**src/design/fcs_pkg.sv**
```systemverilog
// Purpose: constants and types of the flash command sequencer
// Assumes: 250 MHz system clock, 16-bit MCU bus, AXI4-Lite registers
// Notes: counts above 4096 cycles are top-level parameters
package fcs_pkg;
  localparam int CLK_PERIOD_NS = 4;
  localparam int ADD_WINDOW_NS = 80000;
  localparam int ADD_WINDOW_CYC = ADD_WINDOW_NS / CLK_PERIOD_NS;
  localparam int CMD_TIMEOUT_CYC = 2048;
  localparam int PROG_CYC = 64;
  localparam int ERASE_CYC = 100000;
  localparam int CNT_W = 24;
  localparam logic [11:0] UNLOCK_ADDR_A = 12'hAAA;
  localparam logic [11:0] UNLOCK_ADDR_B = 12'h554;
  localparam logic [7:0] CMD_UNLOCK_A = 8'hAA;
  localparam logic [7:0] CMD_UNLOCK_B = 8'h55;
  localparam logic [7:0] CMD_IDENT = 8'h90;
  localparam logic [7:0] CMD_PROGRAM = 8'hA0;
  localparam logic [7:0] CMD_ERASE_SETUP = 8'h80;
  localparam logic [7:0] CMD_BYPASS = 8'h20;
  localparam logic [7:0] CMD_SECTOR_ERASE = 8'h30;
  localparam logic [7:0] CMD_BULK_ERASE = 8'h10;
  localparam logic [7:0] CMD_SUSPEND = 8'hB0;
  localparam logic [7:0] CMD_RESET = 8'hF0;
  localparam logic [7:0] CMD_BYPASS_EXIT = 8'h00;
  localparam logic [7:0] ID_OFFSET = 8'h02;
  localparam logic [7:0] PROT_OFFSET = 8'h04;
  // Arbitrary value, not a real part code
  localparam logic [7:0] PRIMARY_ID = 8'h5A;
  localparam logic [7:0] PROT_YES = 8'h01;
  localparam logic [7:0] PROT_NO = 8'h00;
  localparam logic [15:0] ALL_PRIMARY = 16'hFFFF;
  localparam logic [15:0] ALL_SECONDARY = 16'h000F;
  localparam int POLL_BIT = 7;
  localparam int TOGGLE_BIT = 6;
  localparam int WINDOW_BIT = 3;
  localparam logic [11:0] REG_PROTECT = 12'h000;
  localparam logic [11:0] REG_STATUS = 12'h004;
  localparam logic [19:0] PROTECT_RESET = 20'h00000;
  localparam int STAT_BUSY = 0;
  localparam int STAT_SUSP = 1;
  localparam int STAT_BYP = 2;
  localparam int STAT_ID = 3;
  localparam int STAT_WIN = 4;
  localparam logic [1:0] RESP_OKAY = 2'h0;
  localparam logic [1:0] RESP_SLVERR = 2'h2;

  typedef struct packed {
    logic prog;
    logic erase;
    logic bank;
    logic [15:0] mask;
    logic [15:0] addr;
    logic [15:0] wdata;
  } fcs_arr_cmd_s;
endpackage : fcs_pkg

```
**src/design/fcs_flash_sequencer.sv**
```systemverilog
// Purpose: command decoder and embedded-algorithm control, two flash arrays
// Assumes: MCU pins are asynchronous; array data arrives on clk
// Notes: AXI4-Lite holds sector protection and shows decoder status
//
// The placing of the registers and the AXI4-Lite slave port were chosen for this implementation.
`timescale 1ns/1ns

// What this block does
// - Every sector of both arrays has its own protect bit.
// - Erase whole sectors or whole array; program one 16-bit word.
// - Ready/busy output is 0 during program or erase, else 1.
// - Plain bus writes never change array contents.
// - In read mode a selected read returns array data directly.
// - Commands open with AAh at AAAh, 55h at 554h, then command byte.
// - Only the twelve low address bits are decoded.
// - Program address is captured on the write strobe's falling edge.
// - Program data is captured on the write strobe's rising edge.
// - Commands go to the array whose sector select is high.
// - Identify mode: 02h unselected gives identifier, 04h gives protect status.
// - Identify or protect reads hold until a F0h reset write.
// - Sector erase takes six cycles; more 30h within 80 us add sectors.
// - B0h suspends a running sector erase only.
// - 30h resumes erase only while suspended.
// - Bypass mode: A0h at any address then data word programs.
// - Bypass ends only with 90h then 00h.
// - Bad byte or inter-write time-out returns the decoder home.
// - After reset the decoder is in read mode.
// - Status bit 7 shows complement of bit written, 0 during erase.
// - Status bit 6 toggles on each read while busy.
module fcs_flash_sequencer #(
  parameter int ADD_WINDOW_CYC = fcs_pkg::ADD_WINDOW_CYC,
  parameter int ERASE_CYC = fcs_pkg::ERASE_CYC,
  parameter int CMD_TIMEOUT_CYC = fcs_pkg::CMD_TIMEOUT_CYC
) (
  // Clock and reset
  input wire logic clk,
  input wire logic nrst,
  // AXI4-Lite register slave
  input wire logic [11:0] s_axi_awaddr,
  input wire logic s_axi_awvalid,
  output logic s_axi_awready,
  input wire logic [31:0] s_axi_wdata,
  input wire logic [3:0] s_axi_wstrb,
  input wire logic s_axi_wvalid,
  output logic s_axi_wready,
  output logic [1:0] s_axi_bresp,
  output logic s_axi_bvalid,
  input wire logic s_axi_bready,
  input wire logic [11:0] s_axi_araddr,
  input wire logic s_axi_arvalid,
  output logic s_axi_arready,
  output logic [31:0] s_axi_rdata,
  output logic [1:0] s_axi_rresp,
  output logic s_axi_rvalid,
  input wire logic s_axi_rready,
  // MCU bus pins
  input wire logic [15:0] mcu_addr,
  input wire logic [15:0] mcu_wdata,
  input wire logic mcu_wr_n,
  input wire logic mcu_rd_n,
  input wire logic [15:0] primary_sector_select,
  input wire logic [3:0] secondary_sector_select,
  output logic [15:0] mcu_rdata,
  output logic ready_busy_out,
  // Array side
  input wire logic [15:0] arr_rdata,
  output fcs_pkg::fcs_arr_cmd_s arr_cmd
);
  typedef enum logic [3:0] {
    ST_READ, ST_UNL1, ST_UNL2, ST_PROG, ST_ES0, ST_ES1, ST_ES2,
    ST_EWIN, ST_BUSY, ST_SUSP, ST_ID, ST_BYP, ST_BPROG, ST_BEXIT
  } fcs_state_e;

  localparam int PIN_W = 54;
  // Strobes rest high in reset so no false edge follows its release
  localparam logic [PIN_W-1:0] PIN_IDLE = 54'h300000;
  localparam logic [fcs_pkg::CNT_W-1:0] ONE = 1;

  fcs_state_e state, home_st;
  logic [PIN_W-1:0] pin_meta, pin_sync;
  logic [15:0] s_addr, s_wdata, s_psel, cap_addr, pd, mask, sel_mask;
  logic [15:0] prot_sel, prot_cur;
  logic [3:0] s_ssel;
  logic s_wr_n, s_rd_n, wr_prev, rd_prev, wr_fall, wr_rise, rd_fall;
  logic pri_sel, any_sel, sel_bank, bank, sus, byp, is_erase, is_bulk;
  logic at_a, at_b, tog, seq_st;
  logic [7:0] cmd;
  logic [19:0] protect;
  logic [fcs_pkg::CNT_W-1:0] tmr, op_cnt;
  logic aw_got, w_got;
  logic [11:0] aw_addr;
  logic [31:0] w_data;
  logic [3:0] w_strb;

  // Two flops on every pin; a multi-bit bus can skew by one cycle, so
  // commands are sampled only on a stable strobe edge, never mid-change
  always_ff @(posedge clk or negedge nrst) begin
    if (!nrst) begin
      pin_meta <= PIN_IDLE;
      pin_sync <= PIN_IDLE;
    end else begin
      pin_meta <= {mcu_addr, mcu_wdata, mcu_wr_n, mcu_rd_n,
                   primary_sector_select, secondary_sector_select};
      pin_sync <= pin_meta;
    end
  end

  assign {s_addr, s_wdata, s_wr_n, s_rd_n, s_psel, s_ssel} = pin_sync;

  always_ff @(posedge clk or negedge nrst) begin
    if (!nrst) begin
      wr_prev <= 1'b1;
      rd_prev <= 1'b1;
      cap_addr <= '0;
    end else begin
      wr_prev <= s_wr_n;
      rd_prev <= s_rd_n;
      if (wr_fall) begin
        cap_addr <= s_addr;
      end
    end
  end

  assign wr_fall = wr_prev & ~s_wr_n;
  assign wr_rise = ~wr_prev & s_wr_n;
  assign rd_fall = rd_prev & ~s_rd_n;
  assign cmd = s_wdata[7:0];
  assign at_a = cap_addr[11:0] == fcs_pkg::UNLOCK_ADDR_A;
  assign at_b = cap_addr[11:0] == fcs_pkg::UNLOCK_ADDR_B;
  assign pri_sel = |s_psel;
  assign any_sel = pri_sel | (|s_ssel);
  assign sel_bank = ~pri_sel;
  assign sel_mask = pri_sel ? s_psel : {12'h000, s_ssel};
  assign prot_sel = sel_bank ? {12'h000, protect[19:16]} : protect[15:0];
  assign prot_cur = bank ? {12'h000, protect[19:16]} : protect[15:0];
  assign home_st = sus ? ST_SUSP : (byp ? ST_BYP : ST_READ);
  assign seq_st = state inside {ST_UNL1, ST_UNL2, ST_PROG, ST_ES0,
                                ST_ES1, ST_ES2, ST_BPROG};

  // Command decoder and embedded algorithm
  always_ff @(posedge clk or negedge nrst) begin
    if (!nrst) begin
      state <= ST_READ;
      bank <= 1'b0;
      mask <= '0;
      sus <= 1'b0;
      byp <= 1'b0;
      is_erase <= 1'b0;
      is_bulk <= 1'b0;
      pd <= '0;
      tmr <= '0;
      op_cnt <= '0;
      arr_cmd <= '0;
    end else begin
      arr_cmd.prog <= 1'b0;
      arr_cmd.erase <= 1'b0;
      if (tmr != '0) begin
        tmr <= tmr - ONE;
      end
      case (state)
        ST_READ, ST_SUSP, ST_BYP: begin
          if (wr_rise && any_sel) begin
            if (state == ST_BYP && cmd == fcs_pkg::CMD_PROGRAM) begin
              state <= ST_BPROG;
              bank <= sel_bank;
              tmr <= fcs_pkg::CNT_W'(CMD_TIMEOUT_CYC);
            end else if (state == ST_BYP && cmd == fcs_pkg::CMD_IDENT) begin
              state <= ST_BEXIT;
            end else if (state != ST_BYP && at_a &&
                         cmd == fcs_pkg::CMD_UNLOCK_A) begin
              state <= ST_UNL1;
              bank <= sel_bank;
              tmr <= fcs_pkg::CNT_W'(CMD_TIMEOUT_CYC);
            end else if (state == ST_SUSP &&
                         cmd == fcs_pkg::CMD_SECTOR_ERASE) begin
              state <= ST_BUSY;
              sus <= 1'b0;
              is_erase <= 1'b1;
            end
          end
        end
        ST_UNL1: begin
          if (wr_rise) begin
            state <= (at_b && cmd == fcs_pkg::CMD_UNLOCK_B) ?
                     ST_UNL2 : home_st;
            tmr <= fcs_pkg::CNT_W'(CMD_TIMEOUT_CYC);
          end
        end
        ST_UNL2: begin
          if (wr_rise) begin
            tmr <= fcs_pkg::CNT_W'(CMD_TIMEOUT_CYC);
            state <= home_st;
            if (at_a && cmd == fcs_pkg::CMD_IDENT) begin
              state <= ST_ID;
            end else if (at_a && cmd == fcs_pkg::CMD_PROGRAM) begin
              state <= ST_PROG;
            end else if (at_a && !sus &&
                         cmd == fcs_pkg::CMD_ERASE_SETUP) begin
              state <= ST_ES0;
            end else if (at_a && !sus && cmd == fcs_pkg::CMD_BYPASS) begin
              state <= ST_BYP;
              byp <= 1'b1;
            end
          end
        end
        ST_PROG, ST_BPROG: begin
          if (wr_rise) begin
            state <= home_st;
            // Whole word at the captured address; protected or
            // suspended-erase sectors are refused silently
            if (any_sel && (sel_mask & prot_sel) == '0 &&
                !(sus && sel_bank == bank && (sel_mask & mask) != '0)) begin
              pd <= s_wdata;
              arr_cmd.prog <= 1'b1;
              arr_cmd.bank <= sel_bank;
              arr_cmd.addr <= cap_addr;
              arr_cmd.wdata <= s_wdata;
              state <= ST_BUSY;
              is_erase <= 1'b0;
              op_cnt <= fcs_pkg::CNT_W'(fcs_pkg::PROG_CYC);
            end
          end
        end
        ST_ES0, ST_ES1: begin
          if (wr_rise) begin
            tmr <= fcs_pkg::CNT_W'(CMD_TIMEOUT_CYC);
            state <= home_st;
            if (state == ST_ES0 && at_a && cmd == fcs_pkg::CMD_UNLOCK_A) begin
              state <= ST_ES1;
            end else if (state == ST_ES1 && at_b &&
                         cmd == fcs_pkg::CMD_UNLOCK_B) begin
              state <= ST_ES2;
            end
          end
        end
        ST_ES2: begin
          if (wr_rise) begin
            state <= home_st;
            if (any_sel && sel_bank == bank &&
                cmd == fcs_pkg::CMD_SECTOR_ERASE) begin
              mask <= sel_mask;
              is_bulk <= 1'b0;
              state <= ST_EWIN;
              tmr <= fcs_pkg::CNT_W'(ADD_WINDOW_CYC);
            end else if (at_a && cmd == fcs_pkg::CMD_BULK_ERASE) begin
              mask <= bank ? fcs_pkg::ALL_SECONDARY :
                      fcs_pkg::ALL_PRIMARY;
              is_bulk <= 1'b1;
              state <= ST_EWIN;
              tmr <= '0;
            end
          end
        end
        ST_EWIN: begin
          if (wr_rise && !is_bulk) begin
            if (any_sel && sel_bank == bank &&
                cmd == fcs_pkg::CMD_SECTOR_ERASE) begin
              mask <= mask | sel_mask;
              tmr <= fcs_pkg::CNT_W'(ADD_WINDOW_CYC);
            end else begin
              state <= home_st;
            end
          end else if (tmr == '0) begin
            mask <= mask & ~prot_cur;
            if ((mask & ~prot_cur) != '0) begin
              arr_cmd.erase <= 1'b1;
              arr_cmd.bank <= bank;
              arr_cmd.mask <= mask & ~prot_cur;
              state <= ST_BUSY;
              is_erase <= 1'b1;
              op_cnt <= fcs_pkg::CNT_W'(ERASE_CYC);
            end else begin
              state <= home_st;
            end
          end
        end
        ST_BUSY: begin
          if (wr_rise && is_erase && !is_bulk &&
              cmd == fcs_pkg::CMD_SUSPEND) begin
            state <= ST_SUSP;
            sus <= 1'b1;
          end else if (op_cnt <= ONE) begin
            op_cnt <= '0;
            state <= home_st;
          end else begin
            op_cnt <= op_cnt - ONE;
          end
        end
        ST_ID: begin
          if (wr_rise && cmd == fcs_pkg::CMD_RESET) begin
            state <= home_st;
          end
        end
        ST_BEXIT: begin
          if (wr_rise) begin
            state <= ST_BYP;
            if (cmd == fcs_pkg::CMD_BYPASS_EXIT) begin
              state <= ST_READ;
              byp <= 1'b0;
            end
          end
        end
        default: state <= ST_READ;
      endcase
      // An expired gap wins only when no write arrives in that cycle
      if (seq_st && tmr == '0 && !wr_rise) begin
        state <= home_st;
      end
    end
  end

  // Pin follows state one cycle late, straight from a flop
  always_ff @(posedge clk or negedge nrst) begin
    if (!nrst) begin
      ready_busy_out <= 1'b1;
    end else begin
      ready_busy_out <= state != ST_BUSY;
    end
  end

  // Read data path: status, identify data or array contents
  always_ff @(posedge clk or negedge nrst) begin
    if (!nrst) begin
      tog <= 1'b0;
      mcu_rdata <= '0;
    end else begin
      if (state == ST_BUSY && rd_fall) begin
        tog <= ~tog;
      end
      mcu_rdata <= arr_rdata;
      if (state == ST_BUSY) begin
        mcu_rdata <= '0;
        mcu_rdata[fcs_pkg::POLL_BIT] <= is_erase ? 1'b0 : ~pd[7];
        mcu_rdata[fcs_pkg::TOGGLE_BIT] <= tog;
      end else if (state == ST_ID) begin
        mcu_rdata <= '0;
        if (s_addr[7:0] == fcs_pkg::ID_OFFSET && !any_sel) begin
          mcu_rdata[7:0] <= fcs_pkg::PRIMARY_ID;
        end else if (s_addr[7:0] == fcs_pkg::PROT_OFFSET && any_sel) begin
          mcu_rdata[7:0] <= ((sel_mask & prot_sel) != '0) ?
                            fcs_pkg::PROT_YES : fcs_pkg::PROT_NO;
        end
      end else if (state == ST_EWIN) begin
        mcu_rdata <= '0;
        mcu_rdata[fcs_pkg::WINDOW_BIT] <= 1'b1;
      end
    end
  end

  // AXI4-Lite write channel; address and data taken in either order
  always_ff @(posedge clk or negedge nrst) begin
    if (!nrst) begin
      s_axi_awready <= 1'b1;
      s_axi_wready <= 1'b1;
      s_axi_bvalid <= 1'b0;
      s_axi_bresp <= fcs_pkg::RESP_OKAY;
      aw_got <= 1'b0;
      w_got <= 1'b0;
      aw_addr <= '0;
      w_data <= '0;
      w_strb <= '0;
      protect <= fcs_pkg::PROTECT_RESET;
    end else begin
      if (s_axi_awvalid && s_axi_awready) begin
        aw_addr <= s_axi_awaddr;
        aw_got <= 1'b1;
        s_axi_awready <= 1'b0;
      end
      if (s_axi_wvalid && s_axi_wready) begin
        w_data <= s_axi_wdata;
        w_strb <= s_axi_wstrb;
        w_got <= 1'b1;
        s_axi_wready <= 1'b0;
      end
      if (aw_got && w_got && !s_axi_bvalid) begin
        s_axi_bvalid <= 1'b1;
        s_axi_bresp <= fcs_pkg::RESP_OKAY;
        if (aw_addr == fcs_pkg::REG_PROTECT) begin
          if (w_strb[0]) protect[7:0] <= w_data[7:0];
          if (w_strb[1]) protect[15:8] <= w_data[15:8];
          if (w_strb[2]) protect[19:16] <= w_data[19:16];
        end else if (aw_addr != fcs_pkg::REG_STATUS) begin
          s_axi_bresp <= fcs_pkg::RESP_SLVERR;
        end
      end
      if (s_axi_bvalid && s_axi_bready) begin
        s_axi_bvalid <= 1'b0;
        aw_got <= 1'b0;
        w_got <= 1'b0;
        s_axi_awready <= 1'b1;
        s_axi_wready <= 1'b1;
      end
    end
  end

  // AXI4-Lite read channel
  always_ff @(posedge clk or negedge nrst) begin
    if (!nrst) begin
      s_axi_arready <= 1'b1;
      s_axi_rvalid <= 1'b0;
      s_axi_rdata <= '0;
      s_axi_rresp <= fcs_pkg::RESP_OKAY;
    end else if (s_axi_arvalid && s_axi_arready) begin
      s_axi_arready <= 1'b0;
      s_axi_rvalid <= 1'b1;
      s_axi_rdata <= '0;
      s_axi_rresp <= fcs_pkg::RESP_OKAY;
      if (s_axi_araddr == fcs_pkg::REG_PROTECT) begin
        s_axi_rdata[19:0] <= protect;
      end else if (s_axi_araddr == fcs_pkg::REG_STATUS) begin
        s_axi_rdata[fcs_pkg::STAT_BUSY] <= state == ST_BUSY;
        s_axi_rdata[fcs_pkg::STAT_SUSP] <= sus;
        s_axi_rdata[fcs_pkg::STAT_BYP] <= byp;
        s_axi_rdata[fcs_pkg::STAT_ID] <= state == ST_ID;
        s_axi_rdata[fcs_pkg::STAT_WIN] <= state == ST_EWIN;
      end else begin
        s_axi_rresp <= fcs_pkg::RESP_SLVERR;
      end
    end else if (s_axi_rvalid && s_axi_rready) begin
      s_axi_rvalid <= 1'b0;
      s_axi_arready <= 1'b1;
    end
  end
endmodule : fcs_flash_sequencer

```
**config.mk**
```make
export PLATFORM = sky130hd
export DESIGN_NAME = fcs_flash_sequencer
export DESIGN_NICKNAME = d
export VERILOG_FILES = /design/src/design/fcs_pkg.sv /design/src/design/fcs_flash_sequencer.sv
export SDC_FILE = /design/constraint.sdc
export NUM_CORES = 1
export LEC_CHECK = 0
export BUFFER_PORTS_ARGS = -buffer_cell sky130_fd_sc_hd__buf_2
export CORE_ASPECT_RATIO = 1.5
export CORE_MARGIN = 2
export CORE_UTILIZATION = 50
export CTS_CLUSTER_DIAMETER = 50
export CTS_CLUSTER_SIZE = 12
export DETAILED_ROUTE_END_ITERATION = 6
export HOLD_SLACK_MARGIN = 0.06
export PLACE_DENSITY = 0.77
export SYNTH_ARGS = -nofsm -noshare
export SYNTH_HDL_FRONTEND = slang
export SYNTH_SLANG_ARGS = --single-unit
```
**constraint.sdc**
```tcl
create_clock -name clk -period 3.7 [get_ports clk]
set_input_delay 0.185 -clock clk [delete_from_list [all_inputs] [get_ports clk]]
set_output_delay 0.185 -clock clk [all_outputs]
set_load 0.05 [all_outputs]
```
==> summary.md <==
* **final non-filler cell total** 2145
* **number of primary I/O pins** 246
* **# rows** 77
* **total power draw** 9.40 mW
* **final clock skew** 0.0235 ns
* **Num CTS Buffers** 37
* **y dimension of the die** 215 um
* **clock slew at the register clock pins of the worst setup and hold paths** 0.06 ns
* **clock insertion delay at the later pin of the skew report** 0.53 ns
* **clock tree from TritonCTS** yes
* **Buffers on Ports** 218
* **syn avg cell area** 10.8 um2
* **cell area after placement** 16500 um2
* **maximum count of clock buffers along a single path** 3
* **Clock Sinks** 352
* **largest net degree at the start of global routing** 99
* **worst-margin pin slew** 1.02 ns
* **status** finished clean
* **Via density** 5.65
* **Power Density** 501 nW/um2
* **max-cap viol count** 0
* **sequential fraction of the synthesis area** 0.597
* **fraction of final layout cells sized beyond drive strength 1** 0.241
* **critical path class** reg2reg
* **critical path fanouts, max** 21
* **number of cells in the design after placement** 1969
* **initial standard-cell utilization of the core** 0.505
* **initial antenna violation count** 1
* **startpoint types** register
* **Detailed Route Iter0 Violations** 1022
* **fillers** 2291
* **Max Slew Vio Count** 0
* **main flop type after synthesis** sky130_fd_sc_hd__dfrtp_1
* **Total Die Area** 31000 um2
* **capturing element type of the critical path** register
* **count of cell types in the netlist** 75
* **count of cells resized by post-cts repair** 0
* **final estimated routing congestion in global placement** 1.06
* **final critical delay including setup and external delays** 3.56 ns
* **overall fraction of global-route tracks in use** 0.291
* **wire length of the first global-routing pass** 69.4 mm
* **average detailed-routed wire length per instance** 20.4 um
* **total negative setup slack** 0 ns
* **slack of the worst reg-to-reg path** 0.14 ns
* **post-placement worst setup slack** 0.179 ns
* **setup repair after global routing missed its margin** false
* **VDD IR max** 0.479 mV
* **number of levels the H-tree was split into** 2
* **count of flip-flops with a built-in enable after synthesis** 0
* **Worst slew margin** 0.319
* **post-synthesis sequential element count** 352
* **Post-DRT Antenna Nets** 0
* **synth warn** 0
* **async set or reset register ratio after synthesis** 1.00
* **global route total overflow** 0
* **Fmax** 281 MHz
* **Hold WC Path Type** in2reg
* **Cell Area, Synth** 14800 um2
* **die width** 144 um
* **area growth from synthesis to final layout** 26.9%
* **aggregate routed wire length** 43.9 mm
* **synthesized instance count** 1363
* **via count of the first global-routing pass** 12.7k
* **count of unresolved DRC violations after routing** 0
* **final standard cell utilization of the core** 0.640
* **cell area after layout** 18800 um2
* **half-perimeter wire length after placement** 29.6 mm
* **Final setup violation count** 0
* **static leakage power** 8.83 nW
* **routed via count** 12.1k
* **number of buffers inserted to repair setup after CTS** 0
* **CP arrival** 3.95 ns
* **ratio of final minimum period to clock period** 0.961
* **total iterations of the first detailed-routing run** 5
* **required time of the worst setup path** 4.10 ns
* **post-route setup slack** 0.144 ns
* **number of hold-slack violations in the final timing report** 0
* **Final nets** 1868
* **worst hold slack** 0.111 ns
* **root buf cell** sky130_fd_sc_hd__clkbuf_16
* **placeable core region** 29300 um2
-- worst max-delay path, cell delays in order (launching register included) --
cell and delay (ns):
sky130_fd_sc_hd__dfrtp_1 0.45, sky130_fd_sc_hd__or4_1 0.63, sky130_fd_sc_hd__or4b_4 0.59, sky130_fd_sc_hd__nand2_1 0.09, sky130_fd_sc_hd__a21oi_1 0.10, sky130_fd_sc_hd__nor4_4 0.52, sky130_fd_sc_hd__a31oi_1 0.18, sky130_fd_sc_hd__o22a_1 0.31
sky130_fd_sc_hd__nor3_2 0.12, sky130_fd_sc_hd__buf_4 0.28, sky130_fd_sc_hd__a31oi_1 0.13
-- cell usage after synthesis (all sizes together), types with 5 or more instances --
master	count	area, um2
clkbuf	41	155
o21ai	100	500
xnor2	18	158
or4	11	86.3
buf	30	190
a22o	16	140
nor4	26	178
nand4	8	50.1
o211ai	6	45.0
o31ai	14	105
nor2b	17	106
nand3	22	110
nand2	209	785
o22a	5	43.8
nand2b	12	75.1
or3	14	92.6
a31oi	30	188
and2	16	103
and3	6	37.5
nor3	32	165
mux2i	11	110
or2	9	56.3
dfstp	10	263
a21oi	56	280
dfrtp	342	8560
a211oi	5	37.5
nor2	92	345
a22oi	11	82.6
mux2	75	845
nor4b	6	67.6
inv	38	143
-- path summary, 6_finish.rpt --
path                                 start             end  cells past startpoint
max in group asynchronous             nrst      w_data[11]                      3
hold reg to reg               pin_meta[12]    pin_sync[12]                      0
setup reg to reg               pin_sync[8]      op_cnt[14]                     10
hold / removal             s_axi_araddr[2]  s_axi_rdata[4]                      3
min in group asynchronous             nrst     arr_cmd[29]                      2
setup / recovery               pin_sync[8]      op_cnt[14]                     10
-- per-layer routing --
| layer | track usage | up-vias | wire [um] |
|---|---|---|---|
| met5 | 0 | - | 0 |
| met4 | 0.164 | 0 | 2780 |
| met3 | 0.0366 | 155 | 1910 |
| met2 | 0.512 | 445 | 23300 |
| met1 | 0.336 | 6003 | 15900 |
| li1 | - | 5524 | - |
-- sequential cells by signal, indices dropped and copies added (netlist names), 3 cells and up --
signal / cells
mask: 16
s_axi_rdata: 20
pd: 16
w_strb: 3
op_cnt: 24
pin_meta: 54
aw_addr: 12
protect: 20
tmr: 24
pin_sync: 54
arr_cmd: 35
state: 4
cap_addr: 16
mcu_rdata: 16
w_data: 20
-- final cells by class --
cell class / count / area [um2] / area share
inverters: 38 / 143 / 0.00761
well taps: 395 / 494 / 0.0264
clock inverters: 7 / 106 / 0.00567
multi-input cells: 915 / 5520 / 0.294
flip-flops and latches: 352 / 8820 / 0.470
clock buffers: 54 / 990 / 0.0528
repair buffers: 383 / 2680 / 0.143
diodes: 1 / 2.50 / 0.000133
-- report_power, final --
group	total [mW]	switching (mW)	internal, mW
Sequential	4.66	0.337	4.32
Combinational	1.25	0.653	0.592
Clock	3.49	1.49	2.00
-- kinds of logic after synthesis --
kind of cell / Yosys count / synth area share
compound gates: 292 / 0.126
buf+inv: 109 / 0.0330
simple gates: 497 / 0.163
fa+ha+maj: 4 / 0.00339
flops: 352 / 0.597
mux: 86 / 0.0646
other cells: 1 / 0.000254
xor+xnor: 22 / 0.0130
-- placed cells by master (no fill, tap or decap), types with 6 or more instances in the layout --
master,n
sky130_fd_sc_hd__a21oi_1,56
sky130_fd_sc_hd__a22o_1,16
sky130_fd_sc_hd__a22oi_1,11
sky130_fd_sc_hd__a31oi_1,30
sky130_fd_sc_hd__and2_1,15
sky130_fd_sc_hd__and3_1,6
sky130_fd_sc_hd__buf_2,217
sky130_fd_sc_hd__buf_4,47
sky130_fd_sc_hd__clkbuf_1,17
sky130_fd_sc_hd__clkbuf_16,37
sky130_fd_sc_hd__conb_1,14
sky130_fd_sc_hd__dfrtp_1,342
sky130_fd_sc_hd__dfstp_2,10
sky130_fd_sc_hd__dlygate4sd3_1,114
sky130_fd_sc_hd__inv_1,38
sky130_fd_sc_hd__mux2_2,75
sky130_fd_sc_hd__mux2i_1,11
sky130_fd_sc_hd__nand2_1,209
sky130_fd_sc_hd__nand2b_1,12
sky130_fd_sc_hd__nand3_1,22
sky130_fd_sc_hd__nand4_1,8
sky130_fd_sc_hd__nor2_1,92
sky130_fd_sc_hd__nor2b_1,17
sky130_fd_sc_hd__nor3_1,31
sky130_fd_sc_hd__nor4_1,25
sky130_fd_sc_hd__o211ai_1,6
sky130_fd_sc_hd__o21ai_0,98
sky130_fd_sc_hd__o31ai_1,14
sky130_fd_sc_hd__or2_2,9
sky130_fd_sc_hd__or3_1,13
sky130_fd_sc_hd__or4_1,10
sky130_fd_sc_hd__xnor2_1,18
-- what timing repair did --
item / in CTS / in global routing
hold buffers: 114 / 0
endpoints found under the hold margin: 203 / 0
setup endpoints to repair: 0 / 0
Power figures use the tool's default switching activity.
